[src/verilog/emu_pkg.sv]
// package: register map, field layout, reset values and states of the external memory unit
package emu_pkg;

	// ----------------------------------------------------------------
	// register map
	// ----------------------------------------------------------------
	localparam logic [15:0] ADDR_WRITE_TIMING   = 16'hfe31;
	localparam logic [15:0] ADDR_READ_TIMING    = 16'hfe32;
	localparam logic [15:0] ADDR_SERIAL_CONTROL = 16'hfe33;
	localparam logic [15:0] ADDR_MODE_SELECT    = 16'hff30;

	// ----------------------------------------------------------------
	// reset values
	// ----------------------------------------------------------------
	localparam logic [7:0] RST_WRITE_TIMING = 8'hff;
	// bit 7 (expansion setup extend) clear, others set
	localparam logic [7:0] RST_READ_TIMING  = 8'h7f;
	// mode: master set, everything else clear
	localparam logic [7:0] RST_MODE_SELECT  = 8'h02;
	// serial control bits 0,1,2,6 set; bit 5 clear; bit 4 untouched
	localparam logic [7:0] RST_SERIAL_MASK  = 8'hef;
	localparam logic [7:0] RST_SERIAL_VALUE = 8'h47;

	// ----------------------------------------------------------------
	// field positions
	// ----------------------------------------------------------------
	localparam int POS_WSU  = 0;
	localparam int POS_WPW  = 3;
	localparam int POS_WHT  = 6;
	localparam int POS_WHT2 = 0;
	localparam int POS_RSU  = 1;
	localparam int POS_RPW  = 4;
	localparam int POS_EXPANSION_SETUP_EXTEND = 7;
	localparam int POS_SLAVE = 0;
	localparam int POS_MASTER = 1;
	localparam int POS_SERIAL_CONFIG_READ = 2;
	localparam int POS_SERIAL_PROM_PROGRAM = 3;
	localparam int POS_OE_N = 0;
	localparam int POS_WE_N = 1;
	localparam int POS_CE_N = 2;
	localparam int POS_CLK  = 3;
	localparam int POS_SDO  = 4;
	localparam int POS_SDOE_N = 5;
	localparam int POS_SLOW = 6;
	localparam int POS_SDI  = 7;

	// ----------------------------------------------------------------
	// serial clock division (reload values: half period minus one, in bus clocks)
	// ----------------------------------------------------------------
	localparam logic [4:0] SCLK_HALF_FAST = 5'h01;
	localparam logic [4:0] SCLK_HALF_SLOW = 5'h1f;

	// ----------------------------------------------------------------
	// types
	// ----------------------------------------------------------------
	typedef enum logic [4:0] {
		EMU_IDLE  = 5'b00001,
		EMU_SETUP = 5'b00010,
		EMU_PULSE = 5'b00100,
		EMU_HOLD  = 5'b01000,
		EMU_XPND  = 5'b10000
	} emu_state_e;

	typedef struct packed {
		logic        valid;
		logic        write;
		logic [23:0] addr;
		logic [7:0]  data;
	} emu_req_s;

	typedef struct packed {
		logic [23:0] addr;
		logic [7:0]  dout;
		logic        dout_en;
		logic        ce_n;
		logic        oe_n;
		logic        we_n;
	} emu_pins_s;

endpackage : emu_pkg

[src/verilog/emu_ext_mem_unit.sv]
// external memory unit: request arbitration, strobe timing, expansion cycles, serial prom
//
// Our own choice: the plain strobed port.
`timescale 1ns/1ps
//
// Summary of operation
// - accept requests from bus masters, processor bypass and chip-select generators
// - expansion cycle: logic matrix drives chip select, unit drives address, data, strobes
// - expansion strobes assert on falling edge, release on rising edge
// - continue request extends active strobe, else cycle ends
// - expansion write setup half clock, plus one clock when extend bit set
// - expansion writes add no hold clocks
// - after reset the unit is internal bus master
// - target-mode pin high during initialization makes the unit a slave
// - chip select held high while reset is active
// - mode bit 0 slave clears on reset, bit 1 master sets
// - mode bit 2 selects serial read, bit 3 (program) is only stored; both clear on reset
// - configuration bytes reachable only while unlock bit is set
// - write setup is field plus half clock, resets to all ones
// - write pulse is field plus half clock, bits 5:3, resets ones
// - write hold is field clocks, split over both bytes, resets ones
// - read setup is field plus half clock, bits 3:1, resets ones
// - read pulse is field plus half clock, bits 6:4, resets ones
// - serial bits 0,1,2 drive prom oe, write enable, chip enable; set on reset
// - bit 4 prom write data keeps value; bit 5 low enables output buffer
// - in serial read mode serial clock is bus clock over 4, or over 64 when slow bit set; otherwise bit 3 drives it
// - serial bit 7 reads back prom data input
// - slow reads stall the requesting master with wait
//
module emu_ext_mem_unit
	import emu_pkg::*;
(
	input  wire logic        mclk,
	input  wire logic        rst,
	input  wire logic        clk_en,
	input  wire logic [15:0] reg_addr,
	input  wire logic [7:0]  reg_wdata,
	input  wire logic        reg_wr,
	input  wire logic        reg_rd,
	output logic      [7:0]  reg_rdata,
	input  wire logic        hidden_reg_unlock,
	input  wire emu_req_s    bus_req,
	input  wire emu_req_s    bypass_req,
	input  wire emu_req_s    select_req,
	input  wire logic        select_expansion,
	input  wire logic        continue_cycle_request,
	output logic      [2:0]  req_wait,
	output logic      [7:0]  rd_data,
	output logic      [2:0]  rd_done,
	input  wire logic        target_mode_pin,
	output logic             bus_master,
	output emu_pins_s        mem_rise,
	output logic             oe_fall_n,
	output logic             we_fall_n,
	input  wire logic [7:0]  mem_din,
	input  wire logic        prom_read_bit,
	output logic             serial_clk
);

	// ----------------------------------------------------------------
	// pin synchronisers
	// ----------------------------------------------------------------
	logic [7:0] din_s1, din_s2;
	logic       sdi_s1, sdi_s2, tgt_s1, tgt_s2;

	always_ff @(posedge mclk) begin
		if (clk_en) begin
			din_s1 <= mem_din;
			din_s2 <= din_s1;
			sdi_s1 <= prom_read_bit;
			sdi_s2 <= sdi_s1;
			tgt_s1 <= target_mode_pin;
			tgt_s2 <= tgt_s1;
		end
	end

	// ----------------------------------------------------------------
	// registers
	// ----------------------------------------------------------------
	logic [7:0] write_timing, read_timing, serial_prom_control, interface_mode_select;
	logic [7:0] next_write_timing, next_read_timing, next_serial, next_mode;
	logic [7:0] next_rdata;
	logic       init_done, next_init_done;
	logic       reg_ok;

	assign reg_ok = hidden_reg_unlock;

	always_comb begin
		next_write_timing = write_timing;
		next_read_timing  = read_timing;
		next_serial       = serial_prom_control;
		next_mode         = interface_mode_select;
		next_init_done    = 1'b1;
		next_rdata        = 8'h00;
		// sample the strap once, on the first enabled edge after reset
		if (!init_done && tgt_s2) begin
			next_mode[POS_SLAVE]  = 1'b1;
			next_mode[POS_MASTER] = 1'b0;
		end
		if (reg_wr && reg_ok) begin
			unique case (reg_addr)
				ADDR_WRITE_TIMING:   next_write_timing = reg_wdata;
				ADDR_READ_TIMING:    next_read_timing  = reg_wdata;
				ADDR_SERIAL_CONTROL: next_serial[6:0]  = reg_wdata[6:0];
				ADDR_MODE_SELECT:    next_mode[5:0]    = reg_wdata[5:0];
				default: ;
			endcase
		end
		if (reg_rd && reg_ok) begin
			unique case (reg_addr)
				ADDR_WRITE_TIMING:   next_rdata = write_timing;
				ADDR_READ_TIMING:    next_rdata = read_timing;
				ADDR_SERIAL_CONTROL: next_rdata = {sdi_s2, serial_prom_control[6:0]};
				ADDR_MODE_SELECT:    next_rdata = {2'b00, interface_mode_select[5:0]};
				default: ;
			endcase
		end
	end

	always_ff @(posedge mclk) begin
		if (rst) begin
			write_timing          <= RST_WRITE_TIMING;
			read_timing           <= RST_READ_TIMING;
			interface_mode_select <= RST_MODE_SELECT;
			// prom data bit is left as it was across reset
			serial_prom_control   <= (serial_prom_control & ~RST_SERIAL_MASK)
				| RST_SERIAL_VALUE;
			init_done             <= 1'b0;
			reg_rdata             <= 8'h00;
		end else if (clk_en) begin
			write_timing          <= next_write_timing;
			read_timing           <= next_read_timing;
			interface_mode_select <= next_mode;
			serial_prom_control   <= next_serial;
			init_done             <= next_init_done;
			reg_rdata             <= next_rdata;
		end
	end

	// ----------------------------------------------------------------
	// arbitration and strobe sequencing
	// ----------------------------------------------------------------
	// setup, pulse and expansion counts are in half clocks so the half-clock strobe edges stay exact; hold counts whole clocks
	logic [1:0] grant, next_grant;
	emu_state_e state, next_state;
	logic [3:0] cnt, next_cnt;
	logic       cur_wr, next_cur_wr;
	logic [23:0] cur_addr, next_cur_addr;
	logic [7:0] cur_data, next_cur_data;
	logic [2:0] next_wait, next_done;
	logic [7:0] next_rd_data;
	logic       x_ext, next_x_ext;
	emu_req_s   pick;
	logic [1:0] pick_id;
	logic [2:0] write_setup_field, write_pulse_field, write_hold_field, read_setup_field, read_pulse_field;

	assign write_setup_field = write_timing[POS_WSU +: 3];
	assign write_pulse_field = write_timing[POS_WPW +: 3];
	assign write_hold_field = {read_timing[POS_WHT2], write_timing[POS_WHT +: 2]};
	assign read_setup_field = read_timing[POS_RSU +: 3];
	assign read_pulse_field = read_timing[POS_RPW +: 3];

	always_comb begin
		// fixed priority: bypass keeps core timing, then bus, then selectors
		// a source whose done pulse stands is skipped: its valid is still up
		pick       = select_req;
		pick.valid = select_req.valid && !rd_done[2];
		pick_id    = 2'd2;
		if (bus_req.valid && !rd_done[0]) begin
			pick    = bus_req;
			pick_id = 2'd0;
		end
		if (bypass_req.valid && !rd_done[1]) begin
			pick    = bypass_req;
			pick_id = 2'd1;
		end
	end

	always_comb begin
		next_state    = state;
		next_cnt      = cnt;
		next_grant    = grant;
		next_cur_wr   = cur_wr;
		next_cur_addr = cur_addr;
		next_cur_data = cur_data;
		next_x_ext    = x_ext;
		next_done     = 3'b000;
		next_rd_data  = rd_data;
		next_wait     = {select_req.valid, bypass_req.valid, bus_req.valid} & ~rd_done;
		unique case (state)
			EMU_IDLE: begin
				if (pick.valid) begin
					next_grant    = pick_id;
					next_cur_wr   = pick.write;
					next_cur_addr = pick.addr;
					next_cur_data = pick.data;
					next_x_ext    = (pick_id == 2'd2) && select_expansion;
					if (next_x_ext) begin
						next_state = EMU_XPND;
						next_cnt   = (pick.write && read_timing[POS_EXPANSION_SETUP_EXTEND]) ? 4'd2 : 4'd0;
					end else begin
						next_state = EMU_SETUP;
						next_cnt   = {(pick.write ? write_setup_field : read_setup_field), 1'b0};
					end
					// writes are buffered, only reads hold the master
					next_wait[pick_id] = ~pick.write;
				end
			end
			EMU_SETUP: begin
				if (cnt == 4'd0) begin
					next_state = EMU_PULSE;
					next_cnt   = {(cur_wr ? write_pulse_field : read_pulse_field), 1'b0};
				end else begin
					next_cnt = cnt - 4'd2;
				end
				next_wait[grant] = ~cur_wr;
			end
			EMU_PULSE: begin
				next_wait[grant] = ~cur_wr;
				if (cnt <= 4'd1) begin
					if (!cur_wr) begin
						// read data still has to clear the pin synchroniser
						next_state = EMU_HOLD;
						next_cnt   = 4'd1;
					end else if (write_hold_field != 3'd0) begin
						next_wait[grant] = 1'b0;
						next_state       = EMU_HOLD;
						next_cnt         = {1'b0, write_hold_field};
					end else begin
						next_wait[grant] = 1'b0;
						next_state       = EMU_IDLE;
					end
				end else begin
					next_cnt = cnt - 4'd2;
				end
			end
			EMU_HOLD: begin
				next_cnt         = cnt - 4'd1;
				next_wait[grant] = ~cur_wr;
				if (cnt == 4'd1) begin
					next_state       = EMU_IDLE;
					next_done[grant] = ~cur_wr;
					next_wait[grant] = 1'b0;
					next_rd_data     = cur_wr ? rd_data : din_s2;
				end
			end
			EMU_XPND: begin
				next_wait[grant] = 1'b0;
				if (cnt != 4'd0) begin
					next_cnt = cnt - 4'd2;
				end else if (!continue_cycle_request) begin
					if (cur_wr) begin
						next_state = EMU_IDLE;
					end else begin
						// two cycles for the last sample to reach the second flop
						next_state = EMU_HOLD;
						next_cnt   = 4'd2;
					end
				end
			end
			default: next_state = EMU_IDLE;
		endcase
	end

	// strobe active in the last setup cycle and every pulse cycle but the closing one
	// the pin is the or of the rising-edge and falling-edge copies:
	// it falls half a clock after the rising copy and rises with it
	logic strobe_next;
	assign strobe_next = (next_state == EMU_SETUP && next_cnt == 4'd0)
		|| (next_state == EMU_PULSE && next_cnt >= 4'd2)
		|| (next_state == EMU_XPND && next_cnt == 4'd0);

	always_ff @(posedge mclk) begin
		if (rst) begin
			state    <= EMU_IDLE;
			cnt      <= 4'd0;
			grant    <= 2'd0;
			cur_wr   <= 1'b0;
			cur_addr <= 24'h00_0000;
			cur_data <= 8'h00;
			x_ext    <= 1'b0;
			req_wait <= 3'b000;
			rd_done  <= 3'b000;
			rd_data  <= 8'h00;
			mem_rise <= '{addr: 24'h00_0000, dout: 8'h00, dout_en: 1'b0,
				ce_n: 1'b1, oe_n: 1'b1, we_n: 1'b1};
			bus_master <= 1'b1;
		end else if (clk_en) begin
			state    <= next_state;
			cnt      <= next_cnt;
			grant    <= next_grant;
			cur_wr   <= next_cur_wr;
			cur_addr <= next_cur_addr;
			cur_data <= next_cur_data;
			x_ext    <= next_x_ext;
			req_wait <= next_wait;
			rd_done  <= next_done;
			rd_data  <= next_rd_data;
			bus_master <= next_mode[POS_MASTER];
			mem_rise.addr    <= next_cur_addr;
			mem_rise.dout    <= serial_prom_control[POS_SDO];
			mem_rise.dout_en <= ~serial_prom_control[POS_SDOE_N];
			// expansion chip select comes from the selector, not from here
			mem_rise.ce_n    <= serial_prom_control[POS_CE_N];
			mem_rise.oe_n    <= serial_prom_control[POS_OE_N];
			mem_rise.we_n    <= serial_prom_control[POS_WE_N];
			if (next_state != EMU_IDLE) begin
				mem_rise.dout    <= next_cur_data;
				mem_rise.dout_en <= next_cur_wr;
				mem_rise.ce_n    <= next_x_ext;
				mem_rise.oe_n    <= ~(strobe_next && !next_cur_wr);
				mem_rise.we_n    <= ~(strobe_next && next_cur_wr);
			end
		end
	end

	// falling-edge copies: leading edge half a clock late, trailing edge
	// taken from the rising copy, so single-clock cycles stay possible
	always_ff @(negedge mclk) begin
		if (rst) begin
			oe_fall_n <= 1'b1;
			we_fall_n <= 1'b1;
		end else if (clk_en) begin
			oe_fall_n <= mem_rise.oe_n;
			we_fall_n <= mem_rise.we_n;
		end
	end

	// ----------------------------------------------------------------
	// serial clock divider
	// ----------------------------------------------------------------
	logic [4:0] sdiv, next_sdiv;
	logic       next_sclk;

	always_comb begin
		next_sdiv = sdiv - 5'd1;
		next_sclk = serial_clk;
		if (!interface_mode_select[POS_SERIAL_CONFIG_READ]) begin
			next_sclk = serial_prom_control[POS_CLK];
			next_sdiv = 5'd0;
		end else if (sdiv == 5'd0) begin
			next_sclk = ~serial_clk;
			next_sdiv = serial_prom_control[POS_SLOW] ? SCLK_HALF_SLOW : SCLK_HALF_FAST;
		end
	end

	always_ff @(posedge mclk) begin
		if (rst) begin
			sdiv       <= 5'd0;
			serial_clk <= 1'b0;
		end else if (clk_en) begin
			sdiv       <= next_sdiv;
			serial_clk <= next_sclk;
		end
	end

endmodule : emu_ext_mem_unit

[config.mk]
export PLATFORM = sky130hd
export DESIGN_NAME = emu_ext_mem_unit
export DESIGN_NICKNAME = d
export VERILOG_FILES = /design/src/verilog/emu_pkg.sv /design/src/verilog/emu_ext_mem_unit.sv
export SDC_FILE = /design/constraint.sdc
export NUM_CORES = 1
export LEC_CHECK = 0
export ABC_AREA = 1
export BUFFER_PORTS_ARGS = -buffer_cell sky130_fd_sc_hd__buf_2
export CAP_MARGIN = 10
export CORE_UTILIZATION = 35
export CTS_CLUSTER_SIZE = 40
export DETAILED_ROUTE_END_ITERATION = 6
export HOLD_SLACK_MARGIN = 0.15
export PLACE_DENSITY = 0.66
export SLEW_MARGIN = 20
export SYNTH_ARGS = -nofsm -noshare
export SYNTH_HDL_FRONTEND = slang
export SYNTH_SLANG_ARGS = --single-unit
[constraint.sdc]
create_clock -name mclk -period 2.2 [get_ports mclk]
set_clock_uncertainty 0.1 [all_clocks]
set_input_delay 0.22 -clock mclk [delete_from_list [all_inputs] [get_ports mclk]]
set_output_delay 0.22 -clock mclk [all_outputs]
set_load 0.03 [all_outputs]
Yosys cells after proc, flatten, opt, wreduce, memory -nomap -nowiden
Cells that the tools add are included.
W data, S select, Z words.
{"block": "word_totals", "ff_bits": 138, "out_inout_bits": 62, "elab_cells": 165}
{"block": "classes", "n_addsub": 3, "order_cmp": 6, "n_eq_ne": 16, "n_mux": 58, "bitwise": 13, "reduce_logical": 35}
{"operator": "$mux W34", "n": 2}
{"operator": "$eq A16 B16 Y1 const B", "n": 4}
{"operator": "$mux W5", "n": 10}
{"operator": "$mux W4", "n": 12}
{"operator": "$pmux W8 S4", "n": 1}
{"operator": "$pmux W5 S5", "n": 1}
{"operator": "$mux W3", "n": 8}
{"operator": "$mux W8", "n": 3}
{"operator": "$pmux W4 S5", "n": 1}
{"operator": "$logic_and A1 B1 Y1", "n": 15}
{"operator": "$pmux W3 S5", "n": 1}
{"operator": "$reduce_and A3 Y1", "n": 5}
{"operator": "$and A3 B3 Y3", "n": 4}
{"operator": "$mux W12", "n": 1}
{"operator": "$mux W2", "n": 6}
{"operator": "$eq A5 B2 Y1 const B", "n": 2}
{"operator": "$eq A5 B3 Y1 const B", "n": 2}
{"operator": "$eq A5 B5 Y1 const B", "n": 2}
{"operator": "$logic_not A4 Y1", "n": 2}
{"operator": "$mux W1", "n": 8}
{"operator": "$reduce_and A4 Y1", "n": 2}
{"operator": "$not A1 Y1", "n": 7}
{"operator": "$bwmux W3", "n": 2}
{"operator": "$lt A2 B3 Y1 const B", "n": 2}
{"operator": "other kinds (20)", "n": 28}

Logic depth before layout (Yosys ltp)
{"block": "depth", "word_depth": 16, "mapped_depth": 17, "ltp_nobuf": 17}

==> impl_results.md <==
* NetSw at 2060 uW
* Required @ worst endpoint at 1880 ps
* # rows at 50
* Crit path launch type: register
* Clk Latency, worst-skew pair at 420 ps
* Worst-path clk slew at 60 ps
* Worst-path cell chain: buf_6
* Die W at 142 um
* Max IR drop VDD at 0.520 mV
* I/O Buffers at 205
* EDFF count, synth at 21
* Comb pwr share at 19.1%
* Seq pwr share at 38.5%
* Worst slack at placement at 20.7 ps
* # DRC at 0
* Worst rel slew slack at 65.5%
* CP delay by family, top: flip-flops
* Crit path buffers/inverters at 1
* Fin worst setup slack at -126 ps
* Initial Util at 36.3%
* CP endpoint kind: output port
* Number of max-cap violations at 0
* Clock share of power at 42.4%
* Inserted Clock Buffers at 17
* Fin. max-slew vios at 0
* Reg area at 2960 um^2
* Largest stage delay, worst path at 330 ps
* Syn_area_per_cell at 7.39 um^2
* Switching Share at 28.8%
* Final #Nets at 1402
* Flops & latches, synth at 137
* Slowest CP cell: dfxtp_2
* Post-DR wirelength/cell at 15.6 um
* Worst setup path class: register to output port
* Tightest Hold Check Type: input port to register
* Ys Warns at 0
* Final setup TNS at -241 ps
* Seq/Total Area, Yosys at 42.8%
* Boundary Pins at 206
* Worst-Margin Slew at 517 ps
* RSZ-0062 raised after global routing: true
* Pint at 5100 uW
* Final WL at 23800 um
* Gpl congestion at 0.938
* H-tree levels at 4
* Mapped Cells at 933
* Pleak at 0.00470 uW
* Vias in the first global route at 7304
* Endpoints failing hold at 0
* TritonCTS clock tree: built
* Initial antenna violation count at 1
* Total Die Area at 20300 um^2
* Die H at 142 um
* Clock Sinks at 137
* CTS Buffer Depth at 2
* Failing checks: setup timing
* Ys flop type: dfxtp_1
* Fill cells at 1813
* Syn Nets at 1082
* Largest net degree at the start of global routing at 39
* Worst-path fanout max at 2
* Number of routed nets with antenna violations at 0
* CORE AREA at 19000 um^2
* Final Setup Violations at 2
* Crit path DAT at 2010 ps
* Root Driver: clkbuf_16
* Synthesized area at 6900 um^2
* Final HPWL from detailed placement at 15900 um
* Grt ovf at 0
* Pre-antenna DRT Iters at 5
* Asr flop ratio synth at 0%
* Distinct cells, synth at 51
* Status: finished, violations left
* DR iter-0 viols at 494
* Footprint of the multi-input gates at 3400 um^2
* Via count at 7644
* Power Density at 708 nW/um^2
* Ant. Diodes at 0
* Share of layout cells above drive strength 1 at 27.4%
* Total track usage at 23.7%
* Via/cell ratio at 5.01
* Synthesis-to-layout area growth at 46.4%
* First-pass GRT wire length at 37400 um
## registers in the layout (all words and copies together) (netlist names), 4 cells and up
signal	count
cnt	4
cur_addr	24
cur_data	8
din_s1	8
din_s2	8
interface_mode_select	6
mem_rise	12
rd_data	8
read_timing	8
reg_rdata	8
sdiv	5
serial_prom_control	7
state	5
write_timing	8
## final timing paths
path	startpoint	endpoint	slack [ps]	cells after the start
worst max-delay path	oe_fall_n	oe_fall_n	-130	1
worst min-delay path	bus_req[4]	mem_rise[8]	160	5
worst max register to register	rd_done[1]	cur_addr[9]	130	7
worst min register to register	tgt_s1	tgt_s2	320	0
## timing repair
item                       4_1_cts  5_1_grt
pin swaps                        1        2
hold buffers                   104        0
buffers inserted                 1        1
setup endpoints to repair        3       17
hold endpoints to repair        71        0
gates cloned                     0        0
gates resized for setup          6       25
## synthesized netlist by cell type (2+ instances only)
cell,instances,area (um^2)
or2_2,3,18.8
inv_1,101,379
a41oi_1,20,175
nor2_1,65,244
nand4_1,2,12.5
a22o_1,11,96.3
nand2_1,226,848
o21ai_0,70,350
o21ai_1,3,15.0
nor2_2,6,37.5
nand3_2,2,20.0
nor2_4,5,56.3
edfxtp_1,21,631
a211oi_1,4,30.0
buf_2,10,50.1
buf_4,2,15.0
a21oi_2,9,78.8
o31ai_1,6,45.0
nor4_1,4,25.0
o211ai_1,21,158
a31oi_1,12,75.1
nor3_1,5,25.0
ha_1,5,62.6
nand3_1,63,315
nand2_2,9,56.3
a22oi_1,4,30.0
a21oi_1,69,345
inv_2,4,15.0
nand2_4,4,45.0
dfxtp_1,116,2320
clkbuf_1,31,116
## through the flow
step           cell area, um^2  total power [uW]  hold WS, ps  std cells  utilization [%]
6_report                 10100              7160          161       1526             53.1
4_1_cts                  10000              7130          151       1525             52.8
3_3_place_gp              8340              3960          297       1387             43.9
3_5_place_dp              8340              3960          299       1387             43.9
5_1_grt                  10100              7450          172       1526             53.1
2_1_floorplan             6910              3530          219        933                -
## placed cells by master, fill, tap and decap left out, types with 4 or more instances in the layout
master / netlist / final
a211oi_1: 4 / 4
a21oi_1: 69 / 68
a21oi_2: 9 / 10
a22o_1: 11 / 11
a22oi_1: 4 / 4
a31oi_1: 12 / 12
a41oi_1: 20 / 20
buf_2: 10 / 203
buf_4: 2 / 32
buf_6: 1 / 4
clkbuf_16: 0 / 18
dfxtp_1: 116 / 109
dfxtp_2: 0 / 7
dlygate4sd3_1: 0 / 104
edfxtp_1: 21 / 21
inv_1: 101 / 99
inv_2: 4 / 6
inv_6: 0 / 4
nand2_1: 226 / 225
nand2_2: 9 / 9
nand2_4: 4 / 5
nand3_1: 63 / 62
nor2_1: 65 / 59
nor2_2: 6 / 11
nor2_4: 5 / 6
nor3_1: 5 / 5
o211ai_1: 21 / 21
o21ai_0: 70 / 69
o31ai_1: 6 / 6
## power groups by stage
stage / Clock [uW] / Combinational, uW / Sequential, uW
6_report: 3040 / 1370 / 2750
5_1_grt: 3190 / 1500 / 2770
4_1_cts: 3060 / 1310 / 2750
3_5_place_dp: 8.54 / 1150 / 2800
3_3_place_gp: 8.54 / 1150 / 2800
2_1_floorplan: 8.54 / 615 / 2910
## worst reg2reg max path, stage by stage (launching register included)
cell and delay (ps):
dfxtp_1 340, nor2_2 210, nor2_2 70, buf_12 170
a22o_1 190, dlygate4sd3_1 550, a22oi_1 210, a21oi_1 100
## kinds of logic (layout without fill, tap and decap cells)
family,after synthesis,after routing,synth area share (%)
AOI/OAI and AO/OA,236,236,21.2
and+or+nand+nor,401,401,26.2
buffers and inverters,152,485,8.69
DFF,137,137,42.8
xor gates and xnor gates,2,2,0.254
adders and majority gates,5,5,0.907
## final cells by class
cell class                 count  share of cell area [%]
sequential                   137                    29.3
multi-input combinational    644                    33.6
clock inverter                12                    1.35
timing repair buffer         345                    23.6
tap                          260                    3.22
clock buffer                  22                    4.91
inverter                     106                    3.99
## layer usage
metal | vias to the layer above | wire, um | GRT usage [%]
li1 | 3779 | - | -
met1 | 3505 | 10400 | 29.8
met2 | 316 | 11200 | 40.0
met3 | 42 | 1870 | 6.29
met4 | 2 | 358 | 6.28
met5 | - | 13 | 0
No activity file was read; power rests on OpenSTA's default activity.
